==> config.mk <==
export PLATFORM = sky130hd
export DESIGN_NAME = rsf_framer
export DESIGN_NICKNAME = d
export VERILOG_FILES = /design/src/verilog/rsf_pkg.sv /design/src/verilog/rsf_flag_encoder.sv /design/src/verilog/rsf_stream_buffer.sv /design/src/verilog/rsf_framer.sv
export SDC_FILE = /design/constraint.sdc
export NUM_CORES = 2
export LEC_CHECK = 0
export ABC_AREA = 1
export BUFFER_PORTS_ARGS = -buffer_cell sky130_fd_sc_hd__buf_2
export CAP_MARGIN = 20
export CORE_AREA = 8 8 369 371
export CTS_BUF_LIST = sky130_fd_sc_hd__clkbuf_4 sky130_fd_sc_hd__clkbuf_8 sky130_fd_sc_hd__clkbuf_16
export DETAILED_ROUTE_END_ITERATION = 7
export DIE_AREA = 0 0 377 379
export GPL_ROUTABILITY_DRIVEN = 1
export GPL_TIMING_DRIVEN = 0
export HOLD_SLACK_MARGIN = 0.1
export PLACE_DENSITY_LB_ADDON = 0.1
export SLEW_MARGIN = 20
export SYNTH_ARGS = -nofsm -noshare
export SYNTH_HDL_FRONTEND = slang
export SYNTH_SLANG_ARGS = --single-unit
==> constraint.sdc <==
create_clock -name aclk -period 29.2 [get_ports aclk]
set_clock_uncertainty 0.15 [all_clocks]
set_input_delay 2.92 -clock aclk [delete_from_list [all_inputs] [get_ports aclk]]
set_output_delay 2.92 -clock aclk [all_outputs]
set_load 0.01 [all_outputs]
==> src/verilog/rsf_pkg.sv <==
package rsf_pkg;

  // Stream geometry
  localparam int BEAT_W         = 512;
  localparam int HALF_W         = 256;
  localparam int HALF_OFS_W     = 3;
  localparam int DW_OFS_W       = 4;
  localparam int BEAT_DWORDS    = 16;
  localparam int SIDEBAND_W     = 96;
  localparam int SIDEBAND_LOW_W = 80;
  localparam int WORD_W         = 32;
  localparam int STRB_W         = 4;
  localparam int REG_OFS_W      = 8;

  // Sideband field codes
  localparam logic [1:0]          FLAGS_NONE    = 2'h0;
  localparam logic [1:0]          FLAGS_ONE     = 2'h1;
  localparam logic [1:0]          FLAGS_TWO     = 2'h3;
  localparam logic [1:0]          LANE_0_CODE   = 2'h0;
  localparam logic [1:0]          LANE_32_CODE  = 2'h2;
  localparam logic [DW_OFS_W-1:0] OFS_ZERO      = 4'h0;
  localparam logic [DW_OFS_W-1:0] UPPER_DW_BASE = 4'h8;
  localparam logic [HALF_W-1:0]   HALF_ZERO     = '0;
  localparam logic [SIDEBAND_LOW_W-1:0] SIDEBAND_LOW_ZERO = '0;

  // Register map
  localparam logic [REG_OFS_W-1:0] CTRL_OFS   = 8'h00;
  localparam logic [REG_OFS_W-1:0] STATUS_OFS = 8'h04;
  localparam logic [REG_OFS_W-1:0] PKTCNT_OFS = 8'h08;
  localparam logic [REG_OFS_W-1:0] BEATCNT_OFS = 8'h0C;
  localparam int   CTRL_STRADDLE_BIT  = 0;
  localparam int   CTRL_CLEAR_BIT     = 1;
  localparam int   STAT_HOLD_BIT      = 0;
  localparam int   STAT_INPKT_BIT     = 1;
  localparam int   STAT_OUTV_BIT      = 2;
  localparam logic CTRL_STRADDLE_RESET = 1'b0;
  localparam logic [WORD_W-1:0] WORD_ZERO = 32'h0000_0000;
  localparam logic [1:0] AXI_OKAY   = 2'h0;
  localparam logic [1:0] AXI_SLVERR = 2'h2;

  typedef enum logic [1:0] {RSF_EMPTY, RSF_HAVE_LOW} rsf_state_e;
  typedef enum logic [2:0] {RSF_REG_CTRL, RSF_REG_STATUS, RSF_REG_PKTCNT,
                            RSF_REG_BEATCNT, RSF_REG_NONE} rsf_reg_e;

  // One 256-bit half of a beat
  typedef struct packed {
    logic                  present;
    logic                  start;
    logic                  stop;
    logic [HALF_OFS_W-1:0] offset;
  } rsf_half_s;

  // Boundary fields, laid out as sideband bits 95:80
  typedef struct packed {
    logic [DW_OFS_W-1:0] second_end_dword_offset;
    logic [DW_OFS_W-1:0] first_end_dword_offset;
    logic [1:0]          packet_end_flags;
    logic [1:0]          second_start_lane;
    logic [1:0]          first_start_lane;
    logic [1:0]          packet_start_flags;
  } rsf_flags_s;

  typedef struct packed {
    logic [BEAT_W-1:0] data;
    logic              last;
    logic              abort;
    rsf_flags_s        flags;
  } rsf_beat_s;

endpackage

==> src/verilog/rsf_flag_encoder.sv <==
`timescale 1ns/1ps
`default_nettype none
module rsf_flag_encoder
(
  // Mode
  input  wire logic           straddle,
  // Beat halves
  input  wire rsf_pkg::rsf_half_s low,
  input  wire rsf_pkg::rsf_half_s up,
  // Encoded fields
  output rsf_pkg::rsf_flags_s flags,
  output logic                last
);
  import rsf_pkg::*;

  logic ls;
  logic us;
  logic le;
  logic ue;

  // Starts and ends present in each half
  assign ls = low.present && low.start;
  assign us = up.present && up.start && straddle;
  assign le = low.present && low.stop;
  assign ue = up.present && up.stop;

  // Field encoding; reserved codes cannot be produced
  always_comb
  begin
    flags = '0;
    flags.packet_start_flags = (ls && us) ? FLAGS_TWO :
                               ((ls || us) ? FLAGS_ONE : FLAGS_NONE);
    flags.first_start_lane   = (!ls && us) ? LANE_32_CODE : LANE_0_CODE;
    flags.second_start_lane  = (ls && us) ? LANE_32_CODE : LANE_0_CODE;
    flags.packet_end_flags   = (le && ue && straddle) ? FLAGS_TWO :
                               ((le || ue) ? FLAGS_ONE : FLAGS_NONE);
    if (le)
    begin
      flags.first_end_dword_offset = {1'b0, low.offset};
    end
    else if (ue)
    begin
      flags.first_end_dword_offset = UPPER_DW_BASE | {1'b0, up.offset};
    end
    if (le && ue && straddle)
    begin
      flags.second_end_dword_offset = UPPER_DW_BASE | {1'b0, up.offset};
    end
  end

  // Any packet ending in the beat raises tlast
  assign last = le || ue;

endmodule
`default_nettype wire

==> src/verilog/rsf_stream_buffer.sv <==
`timescale 1ns/1ps
`default_nettype none
module rsf_stream_buffer #(
  parameter int WIDTH = 530,
  parameter int DEPTH = 2
)
(
  // Clock, reset, enable
  input  wire logic             aclk,
  input  wire logic             aresetn,
  input  wire logic             ce,
  // Fill side
  input  wire logic             in_valid,
  output logic                  in_ready,
  input  wire logic [WIDTH-1:0] in_data,
  // Drain side
  output logic                  out_valid,
  input  wire logic             out_ready,
  output logic [WIDTH-1:0]      out_data
);
  localparam int PTR_W = (DEPTH > 1) ? $clog2(DEPTH) : 1;

  generate
    if (DEPTH < 2 || DEPTH != (1 << PTR_W))
    begin : g_bad_depth
      $error("buffer depth must be a power of two, at least two");
    end
  endgenerate

  logic [WIDTH-1:0] mem [DEPTH];
  logic [PTR_W-1:0] wr_ptr;
  logic [PTR_W-1:0] rd_ptr;
  logic [PTR_W:0]   count;
  logic             push;
  logic             pop;

  // Handshakes are dead while the enable is low, so no transfer is lost
  assign in_ready  = ce && (count != (PTR_W+1)'(DEPTH));
  assign out_valid = ce && (count != '0);
  assign push      = in_valid && in_ready;
  assign pop       = out_valid && out_ready;
  assign out_data  = mem[rd_ptr];

  // Storage, cleared so the data output is defined from reset
  always_ff @(posedge aclk)
  begin
    if (!aresetn)
    begin
      for (int i = 0; i < DEPTH; i++)
      begin
        mem[i] <= '0;
      end
    end
    else if (push)
    begin
      mem[wr_ptr] <= in_data;
    end
  end

  // Pointers and fill level
  always_ff @(posedge aclk)
  begin
    if (!aresetn)
    begin
      wr_ptr <= '0;
      rd_ptr <= '0;
      count  <= '0;
    end
    else if (ce)
    begin
      if (push)
      begin
        wr_ptr <= wr_ptr + 1'b1;
      end
      if (pop)
      begin
        rd_ptr <= rd_ptr + 1'b1;
      end
      count <= count + (PTR_W+1)'(push) - (PTR_W+1)'(pop);
    end
  end

endmodule
`default_nettype wire

==> src/verilog/rsf_framer.sv <==
// The implementer's own choices: the placing of the registers and register access over AXI4-Lite.
`timescale 1ns/1ps
`default_nettype none
module rsf_framer #(
  parameter int DATA_W = rsf_pkg::BEAT_W,
  parameter int ADDR_W = rsf_pkg::REG_OFS_W
)
(
  // Clock, reset, enable
  input  wire logic                          aclk,
  input  wire logic                          aresetn,
  input  wire logic                          ce,
  // Half-beat segments from the transaction layer
  input  wire logic                          seg_valid,
  output logic                               seg_ready,
  input  wire logic [rsf_pkg::HALF_W-1:0]    seg_data,
  input  wire logic                          seg_last,
  input  wire logic [rsf_pkg::HALF_OFS_W-1:0] seg_last_offset,
  input  wire logic                          seg_abort,
  // Request stream to user logic
  output logic                               req_valid,
  input  wire logic                          req_ready,
  output logic [rsf_pkg::BEAT_W-1:0]         req_data,
  output logic                               req_last,
  output logic                               req_abort,
  output logic [rsf_pkg::SIDEBAND_W-1:0]     request_stream_sideband,
  // AXI4-Lite write channels
  input  wire logic                          s_axi_awvalid,
  output logic                               s_axi_awready,
  input  wire logic [ADDR_W-1:0]             s_axi_awaddr,
  input  wire logic                          s_axi_wvalid,
  output logic                               s_axi_wready,
  input  wire logic [rsf_pkg::WORD_W-1:0]    s_axi_wdata,
  input  wire logic [rsf_pkg::STRB_W-1:0]    s_axi_wstrb,
  output logic                               s_axi_bvalid,
  input  wire logic                          s_axi_bready,
  output logic [1:0]                         s_axi_bresp,
  // AXI4-Lite read channels
  input  wire logic                          s_axi_arvalid,
  output logic                               s_axi_arready,
  input  wire logic [ADDR_W-1:0]             s_axi_araddr,
  output logic                               s_axi_rvalid,
  input  wire logic                          s_axi_rready,
  output logic [rsf_pkg::WORD_W-1:0]         s_axi_rdata,
  output logic [1:0]                         s_axi_rresp
);
  import rsf_pkg::*;

  generate
    if (DATA_W != BEAT_W || DATA_W / WORD_W != BEAT_DWORDS)
    begin : g_bad_width
      $error("stream width must be 512 bits, sixteen Dwords");
    end
    if (ADDR_W < REG_OFS_W)
    begin : g_bad_addr
      $error("register address must be at least eight bits");
    end
  endgenerate

  // Register decode, shared by the write and read paths
  function automatic rsf_reg_e reg_decode(input logic [ADDR_W-1:0] addr);
    logic [REG_OFS_W-1:0] ofs;
    ofs = addr[REG_OFS_W-1:0];
    case (ofs)
      CTRL_OFS:    reg_decode = RSF_REG_CTRL;
      STATUS_OFS:  reg_decode = RSF_REG_STATUS;
      PKTCNT_OFS:  reg_decode = RSF_REG_PKTCNT;
      BEATCNT_OFS: reg_decode = RSF_REG_BEATCNT;
      default:     reg_decode = RSF_REG_NONE;
    endcase
  endfunction

  // Assembly state
  rsf_state_e        state;
  logic [HALF_W-1:0] low_data;
  rsf_half_s         low_half;
  logic              low_abort;
  logic              in_packet;

  // Software-visible state
  logic              straddle_en;
  logic              clear_pulse;
  logic [WORD_W-1:0] packet_count;
  logic [WORD_W-1:0] beat_count;

  // Datapath helpers
  rsf_half_s         seg_half;
  rsf_half_s         enc_low;
  rsf_half_s         enc_up;
  rsf_flags_s        enc_flags;
  logic              enc_last;
  logic              enc_mode;
  rsf_beat_s         next_beat;
  rsf_beat_s         buf_out;
  logic              buf_in_valid;
  logic              buf_in_ready;
  logic              low_ended;
  logic              pair_ok;
  logic              seg_block;
  logic              seg_fire;
  logic              emit_lone;
  logic              emit_pair;
  logic              emit_flush;
  logic [1:0]        end_count;

  // AXI4-Lite slave state
  logic              aw_hold;
  logic [ADDR_W-1:0] aw_addr;
  logic              w_hold;
  logic [WORD_W-1:0] w_data;
  logic [STRB_W-1:0] w_strb;
  logic              wr_go;
  rsf_reg_e          wr_reg;
  rsf_reg_e          rd_reg;
  logic [WORD_W-1:0] rd_word;

  // A lower half that ended is only held when a straddled partner may follow
  assign low_ended = (state == RSF_HAVE_LOW) && low_half.stop;

  // Pairing needs straddling on and no abort on the lower packet
  assign pair_ok   = straddle_en && !seg_abort;

  // An aborted packet may not be the second start of a beat
  assign seg_block = low_ended && seg_last && seg_abort;

  // Segment handshake; stalls whenever the buffer is full
  assign seg_ready = ce && buf_in_ready && !seg_block;
  assign seg_fire  = seg_valid && seg_ready;

  // Without straddling a lone last half ships at once, upper half empty
  assign emit_lone  = (state == RSF_EMPTY) && seg_fire && seg_last && !pair_ok;
  assign emit_pair  = (state == RSF_HAVE_LOW) && seg_fire;
  // Held end with no partner ready: ship it rather than wait
  assign emit_flush = low_ended && ce && buf_in_ready && (!seg_valid || seg_block);
  assign buf_in_valid = emit_lone || emit_pair || emit_flush;

  // Incoming segment described as a half
  always_comb
  begin
    seg_half         = '0;
    seg_half.present = 1'b1;
    seg_half.start   = !in_packet;
    seg_half.stop    = seg_last;
    seg_half.offset  = seg_last_offset;
  end

  // Beat composition; fields follow the very halves placed on the data
  always_comb
  begin
    next_beat = '0;
    if (state == RSF_EMPTY)
    begin
      enc_low        = seg_half;
      enc_up         = '0;
      next_beat.data = {HALF_ZERO, seg_data};
      next_beat.abort = seg_abort;
    end
    else
    begin
      enc_low        = low_half;
      enc_up         = emit_pair ? seg_half : '0;
      next_beat.data = {(emit_pair ? seg_data : HALF_ZERO), low_data};
      next_beat.abort = low_abort || (emit_pair && seg_abort);
    end
    next_beat.last  = enc_last;
    next_beat.flags = enc_flags;
  end

  // A held paired lower half keeps its straddle meaning if the mode flips
  assign enc_mode = straddle_en || low_ended;

  rsf_flag_encoder u_enc (
    .straddle (enc_mode),
    .low      (enc_low),
    .up       (enc_up),
    .flags    (enc_flags),
    .last     (enc_last)
  );

  rsf_stream_buffer #(
    .WIDTH ($bits(rsf_beat_s)),
    .DEPTH (2)
  ) u_buf (
    .aclk      (aclk),
    .aresetn   (aresetn),
    .ce        (ce),
    .in_valid  (buf_in_valid),
    .in_ready  (buf_in_ready),
    .in_data   (next_beat),
    .out_valid (req_valid),
    .out_ready (req_ready),
    .out_data  (buf_out)
  );

  // Stream outputs straight from buffer flops; bits 79:0 belong elsewhere
  assign req_data  = buf_out.data;
  assign req_last  = buf_out.last;
  assign req_abort = buf_out.abort;
  assign request_stream_sideband = {buf_out.flags, SIDEBAND_LOW_ZERO};

  // Half-beat assembly state
  always_ff @(posedge aclk)
  begin
    if (!aresetn)
    begin
      state <= RSF_EMPTY;
    end
    else if (ce)
    begin
      case (state)
        RSF_EMPTY:
        begin
          if (seg_fire && !emit_lone)
          begin
            state <= RSF_HAVE_LOW;
          end
        end
        RSF_HAVE_LOW:
        begin
          if (emit_pair || emit_flush)
          begin
            state <= RSF_EMPTY;
          end
        end
        default:
        begin
          state <= RSF_EMPTY;
        end
      endcase
    end
  end

  // Lower half holding register
  always_ff @(posedge aclk)
  begin
    if (!aresetn)
    begin
      low_data  <= '0;
      low_half  <= '0;
      low_abort <= 1'b0;
    end
    else if (ce && (state == RSF_EMPTY) && seg_fire)
    begin
      low_data  <= seg_data;
      low_half  <= seg_half;
      low_abort <= seg_abort;
    end
  end

  // Packet tracking: the segment after a last one starts a packet
  always_ff @(posedge aclk)
  begin
    if (!aresetn)
    begin
      in_packet <= 1'b0;
    end
    else if (ce && seg_fire)
    begin
      in_packet <= !seg_last;
    end
  end

  // Ends in the shipped beat
  assign end_count = {1'b0, enc_flags.packet_end_flags[0]} +
                     {1'b0, enc_flags.packet_end_flags[1]};

  // Counters; a clear in the same cycle keeps that cycle's increment
  always_ff @(posedge aclk)
  begin
    if (!aresetn)
    begin
      packet_count <= WORD_ZERO;
      beat_count   <= WORD_ZERO;
    end
    else if (ce)
    begin
      packet_count <= (clear_pulse ? WORD_ZERO : packet_count) +
                      (buf_in_valid ? WORD_W'(end_count) : WORD_ZERO);
      beat_count   <= (clear_pulse ? WORD_ZERO : beat_count) +
                      WORD_W'(buf_in_valid);
    end
  end

  // Write address and data are taken independently, one write at a time
  assign s_axi_awready = ce && !aw_hold && !s_axi_bvalid;
  assign s_axi_wready  = ce && !w_hold && !s_axi_bvalid;
  assign wr_go         = aw_hold && w_hold && !s_axi_bvalid;
  assign wr_reg        = reg_decode(aw_addr);

  always_ff @(posedge aclk)
  begin
    if (!aresetn)
    begin
      aw_hold <= 1'b0;
      aw_addr <= '0;
    end
    else if (ce)
    begin
      if (s_axi_awvalid && s_axi_awready)
      begin
        aw_hold <= 1'b1;
        aw_addr <= s_axi_awaddr;
      end
      else if (wr_go)
      begin
        aw_hold <= 1'b0;
      end
    end
  end

  always_ff @(posedge aclk)
  begin
    if (!aresetn)
    begin
      w_hold <= 1'b0;
      w_data <= WORD_ZERO;
      w_strb <= '0;
    end
    else if (ce)
    begin
      if (s_axi_wvalid && s_axi_wready)
      begin
        w_hold <= 1'b1;
        w_data <= s_axi_wdata;
        w_strb <= s_axi_wstrb;
      end
      else if (wr_go)
      begin
        w_hold <= 1'b0;
      end
    end
  end

  // Write response; read-only registers take writes silently
  always_ff @(posedge aclk)
  begin
    if (!aresetn)
    begin
      s_axi_bvalid <= 1'b0;
      s_axi_bresp  <= AXI_OKAY;
    end
    else if (ce)
    begin
      if (wr_go)
      begin
        s_axi_bvalid <= 1'b1;
        s_axi_bresp  <= (wr_reg == RSF_REG_NONE) ? AXI_SLVERR : AXI_OKAY;
      end
      else if (s_axi_bready)
      begin
        s_axi_bvalid <= 1'b0;
      end
    end
  end

  // Control register: straddle mode and counter clear strobe
  always_ff @(posedge aclk)
  begin
    if (!aresetn)
    begin
      straddle_en <= CTRL_STRADDLE_RESET;
      clear_pulse <= 1'b0;
    end
    else if (ce)
    begin
      clear_pulse <= wr_go && (wr_reg == RSF_REG_CTRL) && w_strb[0] &&
                     w_data[CTRL_CLEAR_BIT];
      if (wr_go && (wr_reg == RSF_REG_CTRL) && w_strb[0])
      begin
        straddle_en <= w_data[CTRL_STRADDLE_BIT];
      end
    end
  end

  // Read data selection
  assign rd_reg = reg_decode(s_axi_araddr);
  always_comb
  begin
    rd_word = WORD_ZERO;
    case (rd_reg)
      RSF_REG_CTRL:    rd_word[CTRL_STRADDLE_BIT] = straddle_en;
      RSF_REG_STATUS:
      begin
        rd_word[STAT_HOLD_BIT]  = (state == RSF_HAVE_LOW);
        rd_word[STAT_INPKT_BIT] = in_packet;
        rd_word[STAT_OUTV_BIT]  = req_valid;
      end
      RSF_REG_PKTCNT:  rd_word = packet_count;
      RSF_REG_BEATCNT: rd_word = beat_count;
      default:         rd_word = WORD_ZERO;
    endcase
  end

  // Read channel: one read in flight, answered the cycle after it is taken
  assign s_axi_arready = ce && !s_axi_rvalid;

  always_ff @(posedge aclk)
  begin
    if (!aresetn)
    begin
      s_axi_rvalid <= 1'b0;
      s_axi_rdata  <= WORD_ZERO;
      s_axi_rresp  <= AXI_OKAY;
    end
    else if (ce)
    begin
      if (s_axi_arvalid && s_axi_arready)
      begin
        s_axi_rvalid <= 1'b1;
        s_axi_rdata  <= rd_word;
        s_axi_rresp  <= (rd_reg == RSF_REG_NONE) ? AXI_SLVERR : AXI_OKAY;
      end
      else if (s_axi_rready)
      begin
        s_axi_rvalid <= 1'b0;
      end
    end
  end

endmodule
`default_nettype wire

==> results by group <==
Clock network
  – # hold bufs at CTS: 0
  – Cts repair resizes: 0
  – Clock-pin slew on the worst setup and hold paths: about 0.060 ns
  – CTS tree: done
  – H-tree levels: 4
  – CTS sink count: ~1400
  – Clock latency on the worst-skew pair: 0.78 ns
  – Post-CTS setup buffer count: 0
  – CTS root buffer: clkbuf_16
  – Clk buf depth: 3
  – Num CTS Buffers: 153

Job
  – Max cap viols: 0

Logic synthesis
  – Distinct cells, synth: 44
  – Synth Instances: about 5900
  – Synthesized area: 63000 um^2
  – Top post-synthesis cells by area: edfxtp_1, dfxtp_1, mux2_2, o21ai_0, nor3_1
  – Synth top area share: between 50% and 60%
  – Post-synth EDFFs: about 1100
  – Sequential share of the synthesized area: around 62%
  – Register bit total from synthesis: 1435
  – Post-synth top area cell: edfxtp_1
  – Top_reg_cell synth: edfxtp_1
  – Asr flop ratio synth: 0%
  – YS warnings: 0
  – Syn avg cell area: 10.7 um^2

Timing
  – Final Slew Violations: 0
  – Period utilization: approximately a quarter
  – RSZ-0062 raised after global routing: false
  – Rel. slew slack: between 20% and 30%
  – Fmax: ~150 MHz
  – Least-Margin Pin Slew: between 1 and 1.5 ns
  – Final hold violation count: 0
  – Final min period: 6.82 ns
  – Fin Hold WS: about 0.30 ns
  – Final TNS setup: 0 ns
  – Final Setup Violations: 0

GRT
  – Total Routing Usage GR: between 20% and 30%
  – Vias in the first global route: 47057
  – First-pass GRT wire length: around 310000 um
  – Grt total ovfl: 0
  – Initial antenna violation count: 58
  – Largest net degree at the start of global routing: 50

Layout
  – Commonest non-fill, non-tap cell in the layout: edfxtp_1
  – Most frequent cells in the layout: edfxtp_1, buf_2, nor2_1, o21ai_0, inv_1
  – Syn-to-layout area delta: 20.2%
  – Register area: between 30000 and 40000 um^2
  – Area of the multi-input gates: slightly below 20000 um^2
  – Layout cells sized above 1: between 20 and 30%
  – Fin nets: around 7300
  – Final-layout fill cell count: 11408

Power
  – Net Sw Frac: approximately a quarter
  – Power share of the clock group: between 40% and 50%
  – VDD IR max: 58.4 uV
  – Combinational power share: 11.7%
  – Seq pwr share: between 40% and 50%
  – Power per cell area: 64.2 nW/um^2
  – Int Power: roughly 0.0036 W
  – Leakage: 30.6 nW
  – NetSw: ~0.0012 W

Die
  – Chip Height: between 300 and 400 um
  – Total core area: between 100000 and 150000 um^2
  – Full die area: 143000 um^2
  – Rows: about 130
  – Die width: about 380 um
  – Ports: between 900 and 1000
  – Starting density of the core: between 40% and 50%

Place
  – Port buffer count: 856
  – GPL Wtd Cong: approximately 0.95
  – Post-DP HPWL: ~160000 um

Route
  – Vias: approximately 49000
  – Post-Route WL: roughly 220000 um
  – Pre-antenna DRT Iters: 6
  – Vias/cell: approximately 5.5
  – DR WL/cell: ~25 um
  – DRC errors left: 0
  – Drt initial violations: 4787
  – Antenna Nets Post-Route: 0

Min path
  – Worst Hold Path Cells: 2
  – Class of the worst hold path: flop to flop

Worst setup path
  – Critical path buffer and inverter count: 4
  – WP depth: 6
  – Critical Path Most Common Cell: nor2_1
  – Critical Path Fanout Max: 7
  – Setup slack, reg-to-reg: between 20 and 25 ns
  – Crit-path slowest cell: nor2_1
  – CP required: about 26 ns
  – Worst setup SP type: input pin
  – Critical Path AT: between 3 and 4 ns
  – Crit-path leading delay family: buffers and inverters
  – R2R depth: 13
  – Largest stage delay, worst path: between 0.15 and 0.2 ns
  – Crit-path cells: buf_4, inv_2, nor2_1, inv_1, nor2_1, buf_2
  – Crit end category: output pin
  – CP Class: input pin to output pin

Status
  – Outcome: complete, no violations
-- cell families (layout without fill, tap and decap cells) --
family,Yosys count,after routing,synth area share (%)
simple gates,1853,1853,12.6
flops,1435,1435,62.3
buf+inv,1063,2232,7.49
compound gates,970,970,7.91
mux,525,525,9.38
xor+xnor,14,14,0.195
fa+ha+maj,7,7,0.151
other cells,1,126,0.00595
-- per-stage QoR --
| step | setup WS, ns | power [W] | instances | cell area, um^2 | utilization, % |
|---|---|---|---|---|---|
| after global routing | 22.30 | 0.00501 | 8896 | 75600 | 58.0 |
| after detailed placement | 22.17 | 0.00293 | 8589 | 70500 | 54.0 |
| after CTS | 22.39 | 0.00488 | 8875 | 75600 | 57.9 |
| after global placement | 3.23 | 0.00299 | 8562 | 69800 | 53.5 |
| final | 22.38 | 0.00486 | 8917 | 75700 | 58.0 |
| after floorplan | 12.78 | 0.00271 | 5951 | 63300 | - |
-- layout make-up --
type	instances	area share, %
Clock buffer	221	6.06
Sequential cell	1435	51.8
Antenna cell	42	0.139
Inverter	553	2.74
Timing Repair Buffer	883	6.51
Buffer	510	3.51
Multi-Input combinational cell	3453	25.6
Clock inverter	65	0.711
Tap cell	1755	2.90
-- synth_stat cells, types with 2 or more instances --
library cell / n
mux2_2: 525
buf_1: 25
buf_4: 89
a211oi_1: 5
nand3_1: 109
nand4_1: 18
o21ai_1: 18
inv_1: 547
o21bai_1: 22
a21oi_1: 318
xnor2_1: 4
nand2_1: 462
nor3_1: 534
edfxtp_1: 1050
nor4_1: 3
nand3_2: 2
o21ai_0: 573
o211ai_1: 2
nor2_2: 19
buf_6: 37
buf_2: 94
dfxtp_1: 385
clkbuf_1: 265
a31oi_1: 7
nor2_1: 695
ha_1: 6
o22ai_1: 18
inv_2: 5
o21a_1: 2
nor3b_1: 5
o311a_1: 2
xor2_1: 10
-- power groups by stage --
stage	Sequential, W	Clock [W]	Combinational (W)
global route	0.00233	0.00207	0.000608
finish	0.00232	0.00197	0.000566
detailed placement	0.00236	0	0.000565
CTS	0.00232	0.00199	0.000568
floorplan	0.00241	0	0.000304
global placement	0.00244	0	0.000548
-- routing by layer --
metal | GRT usage (%) | share of wire [%] | vias to the layer above
met1 | 38.1 | 40 | 24175
met4 | 11.3 | 3.6 | 20
met5 | 0 | 0.059 | -
li1 | - | - | 22391
met3 | 6.73 | 8.5 | 348
met2 | 49.2 | 48 | 2054
-- state kept, by name, summed over array words and instances (netlist names), 2 cells and up, named ones only --
name,count
aw_addr,8
beat_count,32
low_data,256
low_half,6
packet_count,32
s_axi_rdata,32
u_buf.count,2
u_buf.mem,1050
w_data,2
-- worst min-delay path, stage by stage (launching register included) --
cell     delay (ns)
dfxtp_1        0.29
inv_1          0.06
a21oi_1        0.05
-- final timing paths --
check | startpoint | end
setup / recovery | ce | s_axi_wready
hold / removal | low_data[194] | low_data[194]
setup reg to reg | state[0] | u_buf.mem[0][427]
hold reg to reg | low_data[194] | low_data[194]
No activity file was read; power rests on OpenSTA's default activity.
